**config.mk**
```make
export PLATFORM = sky130hd
export DESIGN_NAME = hand_motor_trip_monitor
export DESIGN_NICKNAME = d
export VERILOG_FILES = /design/src/rtl/motor_trip_pkg.sv /design/src/rtl/hand_motor_trip_monitor.sv
export VERILOG_INCLUDE_DIRS = /design/src /design/src/rtl
export SDC_FILE = /design/constraint.sdc
export NUM_CORES = 1
export LEC_CHECK = 0
export ABC_CLOCK_PERIOD_IN_PS = 7200
export BUFFER_PORTS_ARGS = -buffer_cell sky130_fd_sc_hd__buf_2
export CORE_MARGIN = 8
export CORE_UTILIZATION = 50
export CTS_BUF_LIST = sky130_fd_sc_hd__clkbuf_2
export DETAILED_ROUTE_END_ITERATION = 6
export GPL_TIMING_DRIVEN = 0
export PLACE_DENSITY_LB_ADDON = 0.12
export SYNTH_ARGS = -nofsm -noshare
export SYNTH_HDL_FRONTEND = slang
export SYNTH_SLANG_ARGS = --single-unit
```
**constraint.sdc**
```tcl
create_clock -name I_CLOCK -period 7.2 [get_ports I_CLOCK]
set_input_delay 1.44 -clock I_CLOCK [delete_from_list [all_inputs] [get_ports I_CLOCK]]
set_output_delay 1.44 -clock I_CLOCK [all_outputs]
set_load 0.05 [all_outputs]
```
**src/rtl/motor_trip_map.svh**
```systemverilog
// motor trip monitor constants: register offsets, field positions, timing
// assumes inclusion by bare name from the design file and the bench
`ifndef MOTOR_TRIP_MAP_SVH
`define MOTOR_TRIP_MAP_SVH
`define ADDR_CTRL        4'h0
`define ADDR_CFG         4'h1
`define ADDR_STATUS      4'h2
`define ADDR_ALARM       4'h3
`define ADDR_IRQ_MASK    4'h4
`define ADDR_SIM_SECONDS 4'h5
`define ADDR_FAIL_SECS   4'h6
`define CTRL_TRIP_BIT    0
`define CTRL_RESET_BIT   1
`define CFG_TRIP_EN_BIT  0
`define CFG_FDBK_EN_BIT  1
`define CFG_SHED_IO_BIT  2
`define CFG_BYPASS_BIT   3
`define CFG_TYPE_LSB     4
`define ALM_INTLK_BIT    0
`define ALM_IO_BIT       1
`define ALM_TRIPF_BIT    2
`define CLOCK_HZ         100000000
`define SCAN_PERIOD_US   1000
`define SCAN_CYCLES      ((`SCAN_PERIOD_US * (`CLOCK_HZ / 1000000)))
`define SIM_SECONDS_RST  8'h02
`define FAIL_SECS_RST    8'h05
`endif

```
**src/rtl/motor_trip_pkg.sv**
```systemverilog
// motor trip monitor types: motor kind and displayed motor status
// assumes the map header holds all numeric constants
package motor_trip_pkg;
   typedef enum logic [1:0] {KIND_SINGLE, KIND_TWO_SPEED, KIND_REVERSING} motor_kind_t;
   typedef enum logic [2:0] {ST_STOPPED, ST_RUNNING, ST_RUN_FAST, ST_RUN_SLOW,
                             ST_RUN_FWD, ST_RUN_REV, ST_TRIPPING} motor_status_t;
endpackage

```
**src/rtl/hand_motor_trip_monitor.sv**
```systemverilog
// hand operated motor monitor with optional trip output, alarms and simulation
// assumes pins are asynchronous to I_CLOCK; register port is on I_CLOCK
//
// Functional notes
// - interlock alarm when running, trip enabled, interlock trips
// - bypass limits trips to non-bypassable interlocks
// - io fault alarm follows comm failure input
// - shed on io fault latches trip until reset
// - trip failure when motion persists past delay
// - simulation holds trip off, echoes working motor
// - simulated run picks running, fast or forward
// - simulated trip shows tripping then stopped
// - leaving simulation resumes real feedback and output
// - execution disable drops trip and clears alarms
// - commands before first scan discarded, trip off
// - status derived from feedback per motor kind
// - trip command while running de-energises motor
//
// register map, index equals address, data in the low bits
//   0 control, write only
//       bit 0 trip command, acted on at the next scan
//       bit 1 reset command, clears latches whose cause is gone
//   1 configuration, read and write
//       bit 0 trip function in use
//       bit 1 run feedback in use for the fail to trip timer
//       bit 2 shed the motor on an io fault
//       bit 3 interlock bypass active
//       bits 5:4 motor kind: 0 single, 1 two speed, 2 reversing
//   2 status, read only
//       bits 2:0 displayed motor status
//       bit 5 shed latch, bit 6 trip output, bit 7 simulation
//   3 alarms, read; write ones to bits 2:0 to clear them
//       bits 2:0 sticky events: interlock, io fault, trip failure
//       bits 6:4 alarm levels in the same order
//   4 interrupt mask, same layout as the sticky events
//   5 simulated tripping time in seconds
//   6 fail to trip delay in seconds
// hazards
//   commands written before the first scan are lost on purpose
//   a command written during a scan cycle waits for the next scan
`include "motor_trip_map.svh"
module hand_motor_trip_monitor #(
   parameter int SCAN_CYCLES = `SCAN_CYCLES,   // cycles between scans
   parameter int SCANS_PER_S = 1000             // scans in one second
) (
   input  wire logic                           I_CLOCK,
   input  wire logic                           I_RESET_N,
   input  wire logic                           i_fdbk_a,          // run / fast / forward contact
   input  wire logic                           i_fdbk_b,          // slow / reverse contact
   input  wire logic                           i_intlk_ok,        // bypassable interlocks ok
   input  wire logic                           i_intlk_nb_ok,     // non-bypassable interlocks ok
   input  wire logic                           i_io_comm_failure_in,
   input  wire logic                           i_sim_in,
   input  wire logic                           i_sim_run_state_in,
   input  wire logic                           i_exec_enable_in,
   input  wire logic [3:0]                     i_addr,
   input  wire logic [31:0]                    i_wdata,
   input  wire logic                           i_wr,
   input  wire logic                           i_rd,
   output logic      [31:0]                    o_rdata,
   output logic                                o_trip,
   output motor_trip_pkg::motor_status_t       o_status,
   output logic                                o_interlock_trip_alarm,
   output logic                                o_io_comm_fault_alarm,
   output logic                                o_trip_failure_alarm,
   output logic                                o_irq
);
   import motor_trip_pkg::*;

   // whole state of the block
   typedef struct packed {
      logic [1:0]    fa_s, fb_s, ik_s, nb_s, io_s, sm_s, sr_s, en_s; // synchronisers
      logic [31:0]   scan_cnt;       // scan divider
      logic          first_done;     // first scan seen
      logic          trip_cmd;       // pending operator trip
      logic          reset_cmd;      // pending reset
      logic [7:0]    cfg;            // configuration bits
      logic [7:0]    sim_secs;       // simulation echo time
      logic [7:0]    fail_secs;      // fail to trip time
      logic [2:0]    irq_mask;       // interrupt mask
      logic [2:0]    irq_stat;       // sticky event bits
      logic          trip_latch;     // trip output intent
      logic          shed_latch;     // latched shed trip
      logic [2:0]    alarm;          // alarm latches
      logic [31:0]   fail_cnt;       // scans since trip
      logic          sim_run;        // simulated motor runs
      logic [31:0]   sim_cnt;        // scans of simulated tripping
      logic          sim_tripping;   // simulated tripping phase
      motor_status_t status;
      logic          trip_out;
      logic [31:0]   rdata;
      logic          irq;
   } state_t;

   state_t s_r, s_nxt;

   // derive motion status from contacts per kind
   function automatic motor_status_t decode(input logic [1:0] kind, input logic a, input logic b);
      motor_status_t st;
      st = ST_STOPPED;
      unique case (kind)
         KIND_SINGLE:    st = a ? ST_RUNNING : ST_STOPPED;
         KIND_TWO_SPEED: st = a ? ST_RUN_FAST : (b ? ST_RUN_SLOW : ST_STOPPED);
         KIND_REVERSING: st = a ? ST_RUN_FWD : (b ? ST_RUN_REV : ST_STOPPED);
         default:        st = a ? ST_RUNNING : ST_STOPPED;
      endcase
      return st;
   endfunction

   logic scan;              // one-cycle scan enable
   logic running;           // motor shows motion
   logic trip_en;           // trip function in use
   logic intlk_bad;         // interlock demands trip
   logic [2:0] events;      // alarm rising events
   motor_status_t real_st;  // status from real contacts
   logic wr_ctrl;           // command write accepted this cycle

   // next state of the whole block
   always_comb begin
      s_nxt = s_r;
      // two-flop synchronisers for all pins
      s_nxt.fa_s = {s_r.fa_s[0], i_fdbk_a};
      s_nxt.fb_s = {s_r.fb_s[0], i_fdbk_b};
      s_nxt.ik_s = {s_r.ik_s[0], i_intlk_ok};
      s_nxt.nb_s = {s_r.nb_s[0], i_intlk_nb_ok};
      s_nxt.io_s = {s_r.io_s[0], i_io_comm_failure_in};
      s_nxt.sm_s = {s_r.sm_s[0], i_sim_in};
      s_nxt.sr_s = {s_r.sr_s[0], i_sim_run_state_in};
      s_nxt.en_s = {s_r.en_s[0], i_exec_enable_in};
      scan = (s_r.scan_cnt == 32'(SCAN_CYCLES - 1));
      s_nxt.scan_cnt = scan ? 32'h0 : s_r.scan_cnt + 32'h1;
      real_st = decode(s_r.cfg[`CFG_TYPE_LSB +: 2], s_r.fa_s[1], s_r.fb_s[1]);
      trip_en = s_r.cfg[`CFG_TRIP_EN_BIT] && s_r.en_s[1];
      intlk_bad = !s_r.nb_s[1] || (!s_r.cfg[`CFG_BYPASS_BIT] && !s_r.ik_s[1]);
      running = s_r.sm_s[1] ? s_r.sim_run : (real_st != ST_STOPPED);
      events = 3'h0;
      s_nxt.rdata = 32'h0;
      // command write that survives a coinciding scan
      wr_ctrl = i_wr && (i_addr == `ADDR_CTRL) && s_r.first_done;
      // register writes; commands only accepted after first scan
      if (i_wr) begin
         unique case (i_addr)
            `ADDR_CTRL: begin
               if (s_r.first_done) begin
                  s_nxt.trip_cmd  = s_r.trip_cmd | i_wdata[`CTRL_TRIP_BIT];
                  s_nxt.reset_cmd = s_r.reset_cmd | i_wdata[`CTRL_RESET_BIT];
               end
            end
            `ADDR_CFG:         s_nxt.cfg = i_wdata[7:0];
            `ADDR_ALARM:       s_nxt.irq_stat = s_r.irq_stat & ~i_wdata[2:0];
            `ADDR_IRQ_MASK:    s_nxt.irq_mask = i_wdata[2:0];
            `ADDR_SIM_SECONDS: s_nxt.sim_secs = i_wdata[7:0];
            `ADDR_FAIL_SECS:   s_nxt.fail_secs = i_wdata[7:0];
            default: ;
         endcase
      end
      // register reads, data next cycle
      if (i_rd) begin
         unique case (i_addr)
            `ADDR_CFG:         s_nxt.rdata = {24'h0, s_r.cfg};
            `ADDR_STATUS:      s_nxt.rdata = {24'h0, s_r.sm_s[1], s_r.trip_out, s_r.shed_latch, 2'h0, s_r.status};
            `ADDR_ALARM:       s_nxt.rdata = {25'h0, s_r.alarm, 1'b0, s_r.irq_stat};
            `ADDR_IRQ_MASK:    s_nxt.rdata = {29'h0, s_r.irq_mask};
            `ADDR_SIM_SECONDS: s_nxt.rdata = {24'h0, s_r.sim_secs};
            `ADDR_FAIL_SECS:   s_nxt.rdata = {24'h0, s_r.fail_secs};
            default:           s_nxt.rdata = 32'h0;
         endcase
      end
      // once-per-scan evaluation
      if (scan) begin
         s_nxt.first_done = 1'b1;
         // consume pending commands; one written in this very cycle waits
         s_nxt.trip_cmd = wr_ctrl && i_wdata[`CTRL_TRIP_BIT];
         s_nxt.reset_cmd = wr_ctrl && i_wdata[`CTRL_RESET_BIT];
         if (!s_r.first_done) begin
            s_nxt.trip_latch = 1'b0;
         end else if (!s_r.en_s[1]) begin
            // disabled: monitor only, alarms and latches cleared
            s_nxt.trip_latch = 1'b0;
            s_nxt.shed_latch = 1'b0;
            s_nxt.alarm = 3'h0;
            s_nxt.fail_cnt = 32'h0;
         end else begin
            // io fault alarm follows input; cleared only by reset when gone
            if (s_r.io_s[1]) begin
               if (!s_r.alarm[`ALM_IO_BIT]) events[`ALM_IO_BIT] = 1'b1;
               s_nxt.alarm[`ALM_IO_BIT] = 1'b1;
               if (trip_en && s_r.cfg[`CFG_SHED_IO_BIT]) s_nxt.shed_latch = 1'b1;
            end else if (s_r.reset_cmd) begin
               s_nxt.alarm[`ALM_IO_BIT] = 1'b0;
               s_nxt.shed_latch = 1'b0;
            end
            // interlock alarm only when running and trip function used
            if (trip_en && intlk_bad && running) begin
               if (!s_r.alarm[`ALM_INTLK_BIT]) events[`ALM_INTLK_BIT] = 1'b1;
               s_nxt.alarm[`ALM_INTLK_BIT] = 1'b1;
            end else if (s_r.reset_cmd && !intlk_bad) begin
               s_nxt.alarm[`ALM_INTLK_BIT] = 1'b0;
            end
            // trip intent: command while running, interlock, or shed
            if (trip_en && ((s_r.trip_cmd && running) || intlk_bad || s_nxt.shed_latch))
               s_nxt.trip_latch = 1'b1;
            else if (!running || !trip_en)
               s_nxt.trip_latch = 1'b0;
            // fail to trip timer counted in scans
            if (s_r.trip_latch && trip_en && s_r.cfg[`CFG_FDBK_EN_BIT] && running) begin
               if (s_r.fail_cnt >= 32'(s_r.fail_secs) * 32'(SCANS_PER_S)) begin
                  if (!s_r.alarm[`ALM_TRIPF_BIT]) events[`ALM_TRIPF_BIT] = 1'b1;
                  s_nxt.alarm[`ALM_TRIPF_BIT] = 1'b1;
               end else begin
                  s_nxt.fail_cnt = s_r.fail_cnt + 32'h1;
               end
            end else begin
               s_nxt.fail_cnt = 32'h0;
               if (s_r.reset_cmd && !running) s_nxt.alarm[`ALM_TRIPF_BIT] = 1'b0;
            end
         end
         // simulated motor
         if (s_r.sm_s[1]) begin
            if (s_r.sim_tripping) begin
               if (s_r.sim_cnt >= 32'(s_r.sim_secs) * 32'(SCANS_PER_S)) begin
                  s_nxt.sim_tripping = 1'b0;
                  s_nxt.sim_run = 1'b0;
               end else begin
                  s_nxt.sim_cnt = s_r.sim_cnt + 32'h1;
               end
            end else if (s_r.trip_latch && s_r.sim_run) begin
               s_nxt.sim_tripping = 1'b1;
               s_nxt.sim_cnt = 32'h0;
            end else if (s_r.sr_s[1] && !s_r.trip_latch) begin
               s_nxt.sim_run = 1'b1;
            end
         end else begin
            s_nxt.sim_run = 1'b0;
            s_nxt.sim_tripping = 1'b0;
         end
         // displayed status
         if (s_r.sm_s[1]) begin
            if (s_r.sim_tripping) s_nxt.status = ST_TRIPPING;
            else if (!s_r.sim_run) s_nxt.status = ST_STOPPED;
            else if (s_r.cfg[`CFG_TYPE_LSB +: 2] == 2'(KIND_TWO_SPEED)) s_nxt.status = ST_RUN_FAST;
            else if (s_r.cfg[`CFG_TYPE_LSB +: 2] == 2'(KIND_REVERSING)) s_nxt.status = ST_RUN_FWD;
            else s_nxt.status = ST_RUNNING;
         end else begin
            s_nxt.status = (s_r.trip_latch && real_st != ST_STOPPED) ? ST_TRIPPING : real_st;
         end
      end
      // trip output off in simulation and when disabled
      s_nxt.trip_out = s_nxt.trip_latch && !s_r.sm_s[1] && s_r.en_s[1] && s_r.first_done;
      // sticky events, set wins over clear
      s_nxt.irq_stat = s_nxt.irq_stat | events;
      s_nxt.irq = |(s_nxt.irq_stat & s_nxt.irq_mask);
   end

   // state register
   always_ff @(posedge I_CLOCK or negedge I_RESET_N) begin
      if (!I_RESET_N) begin
         s_r <= '0;
         s_r.sim_secs <= `SIM_SECONDS_RST;
         s_r.fail_secs <= `FAIL_SECS_RST;
      end else begin
         s_r <= s_nxt;
      end
   end

   // outputs straight from flops
   always_comb begin
      o_rdata = s_r.rdata;
      o_trip = s_r.trip_out;
      o_status = s_r.status;
      o_interlock_trip_alarm = s_r.alarm[`ALM_INTLK_BIT];
      o_io_comm_fault_alarm = s_r.alarm[`ALM_IO_BIT];
      o_trip_failure_alarm = s_r.alarm[`ALM_TRIPF_BIT];
      o_irq = s_r.irq;
   end

   // checks
   a_sim_trip_off: assert property (@(posedge I_CLOCK) disable iff (!I_RESET_N)
      s_r.sm_s[1] |=> !o_trip) else $error("trip driven in simulation");
   a_disable_clears: assert property (@(posedge I_CLOCK) disable iff (!I_RESET_N)
      (scan && s_r.first_done && !s_r.en_s[1]) |=> (s_r.alarm == 3'h0)) else $error("alarms kept when disabled");
   a_disable_no_trip: assert property (@(posedge I_CLOCK) disable iff (!I_RESET_N)
      !s_r.en_s[1] |=> !o_trip) else $error("trip while disabled");
   a_first_no_trip: assert property (@(posedge I_CLOCK) disable iff (!I_RESET_N)
      !s_r.first_done |=> !o_trip) else $error("trip before first scan");
   a_io_alarm_set: assert property (@(posedge I_CLOCK) disable iff (!I_RESET_N)
      (scan && s_r.first_done && s_r.en_s[1] && s_r.io_s[1]) |=> o_io_comm_fault_alarm) else $error("io alarm missed");
   a_shed_holds: assert property (@(posedge I_CLOCK) disable iff (!I_RESET_N)
      (s_r.shed_latch && s_r.io_s[1] && s_r.en_s[1]) |=> s_r.shed_latch) else $error("shed dropped under fault");
   a_intlk_needs_run: assert property (@(posedge I_CLOCK) disable iff (!I_RESET_N)
      $rose(o_interlock_trip_alarm) |-> $past(running && trip_en && intlk_bad)) else $error("interlock alarm uncaused");
   a_bypass_only_nb: assert property (@(posedge I_CLOCK) disable iff (!I_RESET_N)
      (s_r.cfg[`CFG_BYPASS_BIT] && s_r.nb_s[1]) |-> !intlk_bad) else $error("bypass ignored");
   a_sim_leave: assert property (@(posedge I_CLOCK) disable iff (!I_RESET_N)
      (scan && !s_r.sm_s[1]) |=> !s_r.sim_run) else $error("sim motor kept");
   // interlock and trip decisions taken at a scan
   a_bypass_off_any: assert property (@(posedge I_CLOCK) disable iff (!I_RESET_N)
      (!s_r.cfg[`CFG_BYPASS_BIT] && !s_r.ik_s[1]) |-> intlk_bad) else $error("bypassable fault ignored");
   a_intlk_alarm_set: assert property (@(posedge I_CLOCK) disable iff (!I_RESET_N)
      (scan && s_r.first_done && trip_en && intlk_bad && running) |=> o_interlock_trip_alarm) else $error("interlock alarm missed");
   a_cmd_running: assert property (@(posedge I_CLOCK) disable iff (!I_RESET_N)
      (scan && s_r.first_done && trip_en && s_r.trip_cmd && running) |=> s_r.trip_latch) else $error("trip command lost");
   a_shed_trips: assert property (@(posedge I_CLOCK) disable iff (!I_RESET_N)
      (scan && s_r.first_done && trip_en && s_r.cfg[`CFG_SHED_IO_BIT] && s_r.io_s[1]) |=> s_r.trip_latch)
      else $error("shed did not trip");
   a_trip_needs_en: assert property (@(posedge I_CLOCK) disable iff (!I_RESET_N)
      (scan && s_r.first_done && !trip_en) |=> !s_r.trip_latch) else $error("trip kept without trip function");
   a_ctrl_dropped: assert property (@(posedge I_CLOCK) disable iff (!I_RESET_N)
      !s_r.first_done |=> !s_r.trip_cmd) else $error("early command kept");
   // alarm latches and the fail to trip timer
   a_tripf_needs_run: assert property (@(posedge I_CLOCK) disable iff (!I_RESET_N)
      $rose(o_trip_failure_alarm) |-> $past(running && s_r.trip_latch)) else $error("trip failure uncaused");
   a_fail_cnt_idle: assert property (@(posedge I_CLOCK) disable iff (!I_RESET_N)
      (scan && !s_r.trip_latch) |=> (s_r.fail_cnt == 32'h0)) else $error("fail timer runs without trip");
   a_io_alarm_kept: assert property (@(posedge I_CLOCK) disable iff (!I_RESET_N)
      (o_io_comm_fault_alarm && s_r.io_s[1] && s_r.en_s[1]) |=> o_io_comm_fault_alarm) else $error("io alarm dropped");
   a_intlk_clear_ok: assert property (@(posedge I_CLOCK) disable iff (!I_RESET_N)
      $fell(o_interlock_trip_alarm) |-> $past(!intlk_bad || !s_r.en_s[1])) else $error("interlock alarm cleared early");
   // displayed status and the simulated motor
   a_status_steady: assert property (@(posedge I_CLOCK) disable iff (!I_RESET_N)
      !scan |=> $stable(o_status)) else $error("status moved between scans");
   a_real_status: assert property (@(posedge I_CLOCK) disable iff (!I_RESET_N)
      (scan && !s_r.sm_s[1] && !s_r.trip_latch) |=> (o_status == $past(real_st))) else $error("status not from contacts");
   a_sim_run_set: assert property (@(posedge I_CLOCK) disable iff (!I_RESET_N)
      (scan && s_r.sm_s[1] && s_r.sr_s[1] && !s_r.trip_latch && !s_r.sim_tripping) |=> s_r.sim_run)
      else $error("simulated run ignored");
   a_sim_no_run_trip: assert property (@(posedge I_CLOCK) disable iff (!I_RESET_N)
      (scan && s_r.sm_s[1] && s_r.trip_latch && !s_r.sim_tripping && !s_r.sim_run) |=> !s_r.sim_run)
      else $error("simulated start while tripped");
   a_sim_trip_start: assert property (@(posedge I_CLOCK) disable iff (!I_RESET_N)
      (scan && s_r.sm_s[1] && !s_r.sim_tripping && s_r.trip_latch && s_r.sim_run) |=> s_r.sim_tripping)
      else $error("simulated trip not started");
   a_sim_status: assert property (@(posedge I_CLOCK) disable iff (!I_RESET_N)
      (scan && s_r.sm_s[1] && s_r.sim_tripping) |=> (o_status == ST_TRIPPING)) else $error("tripping not shown");
   a_leave_sim_trip: assert property (@(posedge I_CLOCK) disable iff (!I_RESET_N)
      (!s_r.sm_s[1] && s_r.en_s[1] && s_r.first_done) |=> (o_trip == $past(s_nxt.trip_latch)))
      else $error("real trip output not driven");
   c_shed_trip: cover property (@(posedge I_CLOCK) $rose(s_r.shed_latch));
   c_intlk_alarm: cover property (@(posedge I_CLOCK) $rose(o_interlock_trip_alarm));
   c_disabled_scan: cover property (@(posedge I_CLOCK) scan && s_r.first_done && !s_r.en_s[1]);
   c_trip_fail: cover property (@(posedge I_CLOCK) $rose(o_trip_failure_alarm));
   c_sim_tripping: cover property (@(posedge I_CLOCK) o_status == ST_TRIPPING && s_r.sm_s[1]);
endmodule

```
* Yosys cells after proc, flatten, opt, wreduce, memory -nomap -nowiden *
Cells that the tools add are included.

storage, ports and cells
  bits in registers = 189

operators by class
  $add $sub $neg = 3
  $mul = 2
  magnitude comparators = 2
  eq/ne operators = 18
  muxes and demuxes = 66
  bitwise operators = 6
  reduce and logical (&&, ||, !) cells = 52

operators with widths
  cell                   count
  $mux 32                6
  $add 32x1->32 const B  3
  $mux 74                1
  $ge 32x18->1           2
  $pmux 8 s6             1
  $mux 3                 13
  $mux 37                1
  $mux 36                1
  $mux 34                1
  $mux 33                1
  $eq 32x17->1 const B   1
  $mux 8                 4
  $mux 1                 31
  $mul 8x7->15 const B   2
  $logic_and 1x1->1      22
  $eq 4x3->1 const B     3
  $ne 3x2->1 const B     4
  $reduce_and 3->1       4
  $reduce_and 4->1       3
  $mux 2                 5
  $eq 4x2->1 const B     2
  $logic_not 1->1        8
  $reduce_and 2->1       4
  $reduce_bool 2->1      4
  other kinds (15)       22

* Longest topological paths before layout *
  depth after elaboration = 16
  depth in mapped cells = 24

* Worst setup path before layout *
OpenSTA, ideal clock, no wires.

  kind = register to register
  start point = register s_r[115] (netlist name)
  end point = register s_r[87] (netlist name)
  data arrival time = 5670 ps
  data required time = 7121 ps
  setup slack = 1450 ps
  cell stages (with the launch flop) = 24
  path buffers = 1
  cell sequence = dfrtp_1 > fa_1 > inv_1 > fa_1 > fa_1 > fa_1 > inv_1 > ha_1 > nor3_1 > nor2_1 > a31oi_1 > nor2b_1 > o21a_1 > o41ai_1 > xnor2_1 > ha_1 > nand2_1 > nand4_1 > nor4_1 > o211a_2 > nor2_2 > buf_6 > nor4_1 > mux2i_1

on the way
  word-level cells in the longest chain between the ends = 4

ends and longest elaborated chain
  what                        line                            text
  from (decl)                 hand_motor_trip_monitor.sv:95   state_t s_r, s_nxt;
  from (signal assigned)      hand_motor_trip_monitor.sv:262  s_r <= s_nxt;
  $mul 8x7->15                hand_motor_trip_monitor.sv:207  if (s_r.fail_cnt >= 32'(s_r.fail_secs) * 32'(SCANS_PER_S)) begin
  $ge 32x18->1                hand_motor_trip_monitor.sv:207
  $ne 3x3->1 (no line)        n/a
  $reduce_and 3->1 (no line)  n/a

No other way between the ends.
A chain may end at the register's enable or synchronous reset.

* Final worst setup path *
  start point = register s_r[116] (netlist name)
  end point = register s_r[87] (netlist name)

Same word-level chain as after synthesis.

==> flow_metrics.env <==
export IMPL_status="finished clean"
export IMPL_overflow=0
export IMPL_synth_main_ff_cell="dfrtp_1"
export IMPL_ys_types=74
export IMPL_gp_congestion=0.845
export IMPL_hold_violations=0
export IMPL_stdcell_area_mm2=0.0120
export IMPL_syn_area_per_cell_um2=10.4
export IMPL_path_clk_slew_ns=0.29
export IMPL_cp_max_fo=10
export IMPL_critical_path_class="reg2reg"
export IMPL_grt_pass1_wl_um=40500
export IMPL_ir_drop_uv=358
export IMPL_synth_area_leader_cell="dfrtp_1"
export IMPL_max_freq_mhz=155
export IMPL_period_share_pct=89.3
export IMPL_grt_max_degree=126
export IMPL_r2r_setup_slack_ns=0.77
export IMPL_relSlewSlack_pct=19.9
export IMPL_setup_violations=0
export IMPL_cts_sinks=165
export IMPL_syn_to_final_growth_pct=8.71
export IMPL_async_flop_share_pct=100
export IMPL_tns_ns=0
export IMPL_ctsHtreeMaxLevel=4
export IMPL_rsz0062_at_grt="no"
export IMPL_power_density_mw_per_mm2=450
export IMPL_cap_viol_max_count=0
export IMPL_setup_ws_ns=0.768
export IMPL_r2r_end="s_r[87]"
export IMPL_clk_path_buf_depth=2
export IMPL_skew_ns=0.0474
export IMPL_pre_cts_ws_ns=0.748
export IMPL_dpl_cell_area_mm2=0.0117
export IMPL_synth_top_area_share_pct=36.7
export IMPL_first_iter_violations=401
export IMPL_slew_violations=0
export IMPL_min_from="s_nxt[178]"
export IMPL_top_layer="met5"
export IMPL_slowest_stage="dfstp_2"
export IMPL_ys_warn_count=0
export IMPL_clk_latency_ns=0.77
export IMPL_synth_area_mm2=0.0110
export IMPL_fp_row_count=54
export IMPL_yosysMostFrequentCell="dfrtp_1"
export IMPL_power_mw=5.40
export IMPL_die_y_um=165
export IMPL_met2WireLength_um=10500
export IMPL_place_inst=1400
export IMPL_endpoint_kind="flip-flop"
export IMPL_crit_required_ns=7.92
export IMPL_cts_buffers_inserted=17
export IMPL_cp_start_kind="flip-flop"
export IMPL_holdPathEnd="s_r[178]"
export IMPL_start_util_pct=50.8
export IMPL_layout_drive_gt1_share_pct=14.9
export IMPL_wl_met1_um=11900
export IMPL_critPathMaxStageDelay_ns=0.71
export IMPL_whs_path_depth=0
export IMPL_synth_common_cells="162 x dfrtp_1, 111 x ha_1, 89 x inv_1"
export IMPL_leakagePower_nw=5.84
export IMPL_rr_worst_depth=24
export IMPL_design_core_area_mm2=0.0218
export IMPL_wl_met3_um=979
export IMPL_port_buffers=37
export IMPL_worst_slew_pin_slew_ns=1.19
export IMPL_hpwl_um=18000
export IMPL_final_cells=1433
export IMPL_design_die_area_mm2=0.0271
export IMPL_synth_seq_cells=165
export IMPL_seq_area_frac_synth_pct=37.4
export IMPL_r2r_start="s_r[116]"
export IMPL_cts_tree="done"
export IMPL_drtPass1Iterations=5
export IMPL_synth_area_leaders="dfrtp_1 37%, ha_1 13%, fa_1 7.8%, inv_1 3.0%, mux2_2 2.8%"
export IMPL_io_pins=88
export IMPL_ant_nets=0
export IMPL_cp_arrival_ns=7.15
export IMPL_synth_edff_count=0
export IMPL_dr_total_vias=7835
export IMPL_min_period_ns=6.43
export IMPL_syn_inst=1059
export IMPL_route_detailed_drc=0
export IMPL_track_usage_pct=18.5
export IMPL_critical_path_cell_chain="fa_1 -> xor2_1 -> ha_1 -> a21oi_1 -> fa_1 -> fa_1 -> inv_1 -> ha_1 -> nor3_1 -> nor2_1 -> a31oi_1 -> nor2b_1 -> o21a_1 -> o41ai_1 -> xnor2_1 -> ha_1 -> nand2_1 -> nand4_1 -> nor4_2 -> o211a_2 -> nor2_2 -> buf_6 -> nor4_1 -> mux2i_1"
export IMPL_cts_hold_buffers=0
export IMPL_nets=1341
export IMPL_die_x_um=165
export IMPL_antenna_found_initial=2
export IMPL_wl_per_cell_um=16.5
export IMPL_grt_pass1_vias=7857
export IMPL_whs_ns=0.385
export IMPL_fin_util_pct=55.2
export IMPL_drt_wl_total_um=23600
export IMPL_clockRootBuffer="clkbuf_2"
export IMPL_routed_via_density=5.47
export IMPL_holdCritPathClass="reg2reg"
-- kinds of logic (layout without fill, tap and decap cells) --
family          after synthesis  after routing  share of synthesized area, %
flops                       165            165                          37.4
compound gates              177            177                          11.4
mux                          33             33                          3.30
xor+xnor                     58             58                          4.60
simple gates                323            323                          16.1
fa+ha+maj                   154            154                          20.4
buf+inv                     148            218                          6.68
other cells                   1             25                        0.0340
-- report_power, final --
group / internal [mW] / switching, mW / total [mW]
clock: 0.185 / 0.389 / 0.574
combinational: 1.67 / 2.09 / 3.76
sequential: 0.978 / 0.0875 / 1.07
-- metal layers --
metal / vias to the layer above / global-route usage [%]
met2: 144 / 28.0
met1: 3793 / 27.2
met5: - / 0
met4: 2 / 3.60
met3: 23 / 3.56
li1: 3873 / -
-- how the worst max path moves through the flow --
stage / startpoint / end / slack, ns
3_5_place_dp: s_r[116] / s_r[87] / 0.75
5_1_grt: s_r[116] / s_r[87] / 0.15
4_1_cts: s_r[116] / s_r[87] / 0.67
2_1_floorplan: s_r[115] / s_r[87] / 1.45
6_report: s_r[116] / s_r[87] / 0.77
3_3_place_gp: s_r[116] / s_r[83] / 0.79
-- final cells by class --
type / count / area, um2
fill: 2025 / 9750
timing repair buffer: 38 / 223
multi-input combinational: 769 / 6260
clock buffer: 17 / 85.1
inverter: 89 / 334
clock inverter: 15 / 209
buffer: 59 / 404
tap: 280 / 350
sequential: 165 / 4130
antenna: 1 / 2.50
-- cell usage in the layout, fill, tap and decap left out, drive strengths merged, types with 9 or more instances in the layout --
cell type,Yosys,routed
a21oi,28,28
a22oi,16,16
a31oi,9,9
and2,40,40
and3,19,19
buf,49,87
clkbuf,10,27
conb,1,24
dfrtp,162,162
fa,43,43
ha,111,111
inv,89,96
mux2,27,27
nand2,66,66
nand2b,15,15
nand3,36,36
nand4,22,22
nor2,37,37
nor2b,15,15
nor3,17,17
nor4,24,24
o21a,9,9
o21ai,46,46
o31ai,11,11
o41ai,11,11
or3,10,10
xnor2,31,31
xor2,27,27
-- state kept, by name, summed over array words and instances, names as in the netlist --
name / flops
s_r: 141
o_trip_failure_alarm: 1
o_io_comm_fault_alarm: 1
o_status: 3
o_interlock_trip_alarm: 1
o_irq: 1
o_rdata: 8
o_trip: 1
s_nxt: 8
-- worst max-delay path, delay by kind of cell (launching register included) --
kind	cells	cell delay, ns
flops	1	0.71
buf+inv	2	0.20
compound gates	5	1.32
simple gates	8	1.31
xor+xnor	2	0.30
fa+ha+maj	6	2.33
mux	1	0.23
-- what timing repair did --
item                                    4_1_cts  5_1_grt
buffers inserted                              0        0
endpoints found under the setup margin        0        1
gates resized for setup                       0        1
Power figures use the tool's default switching activity.
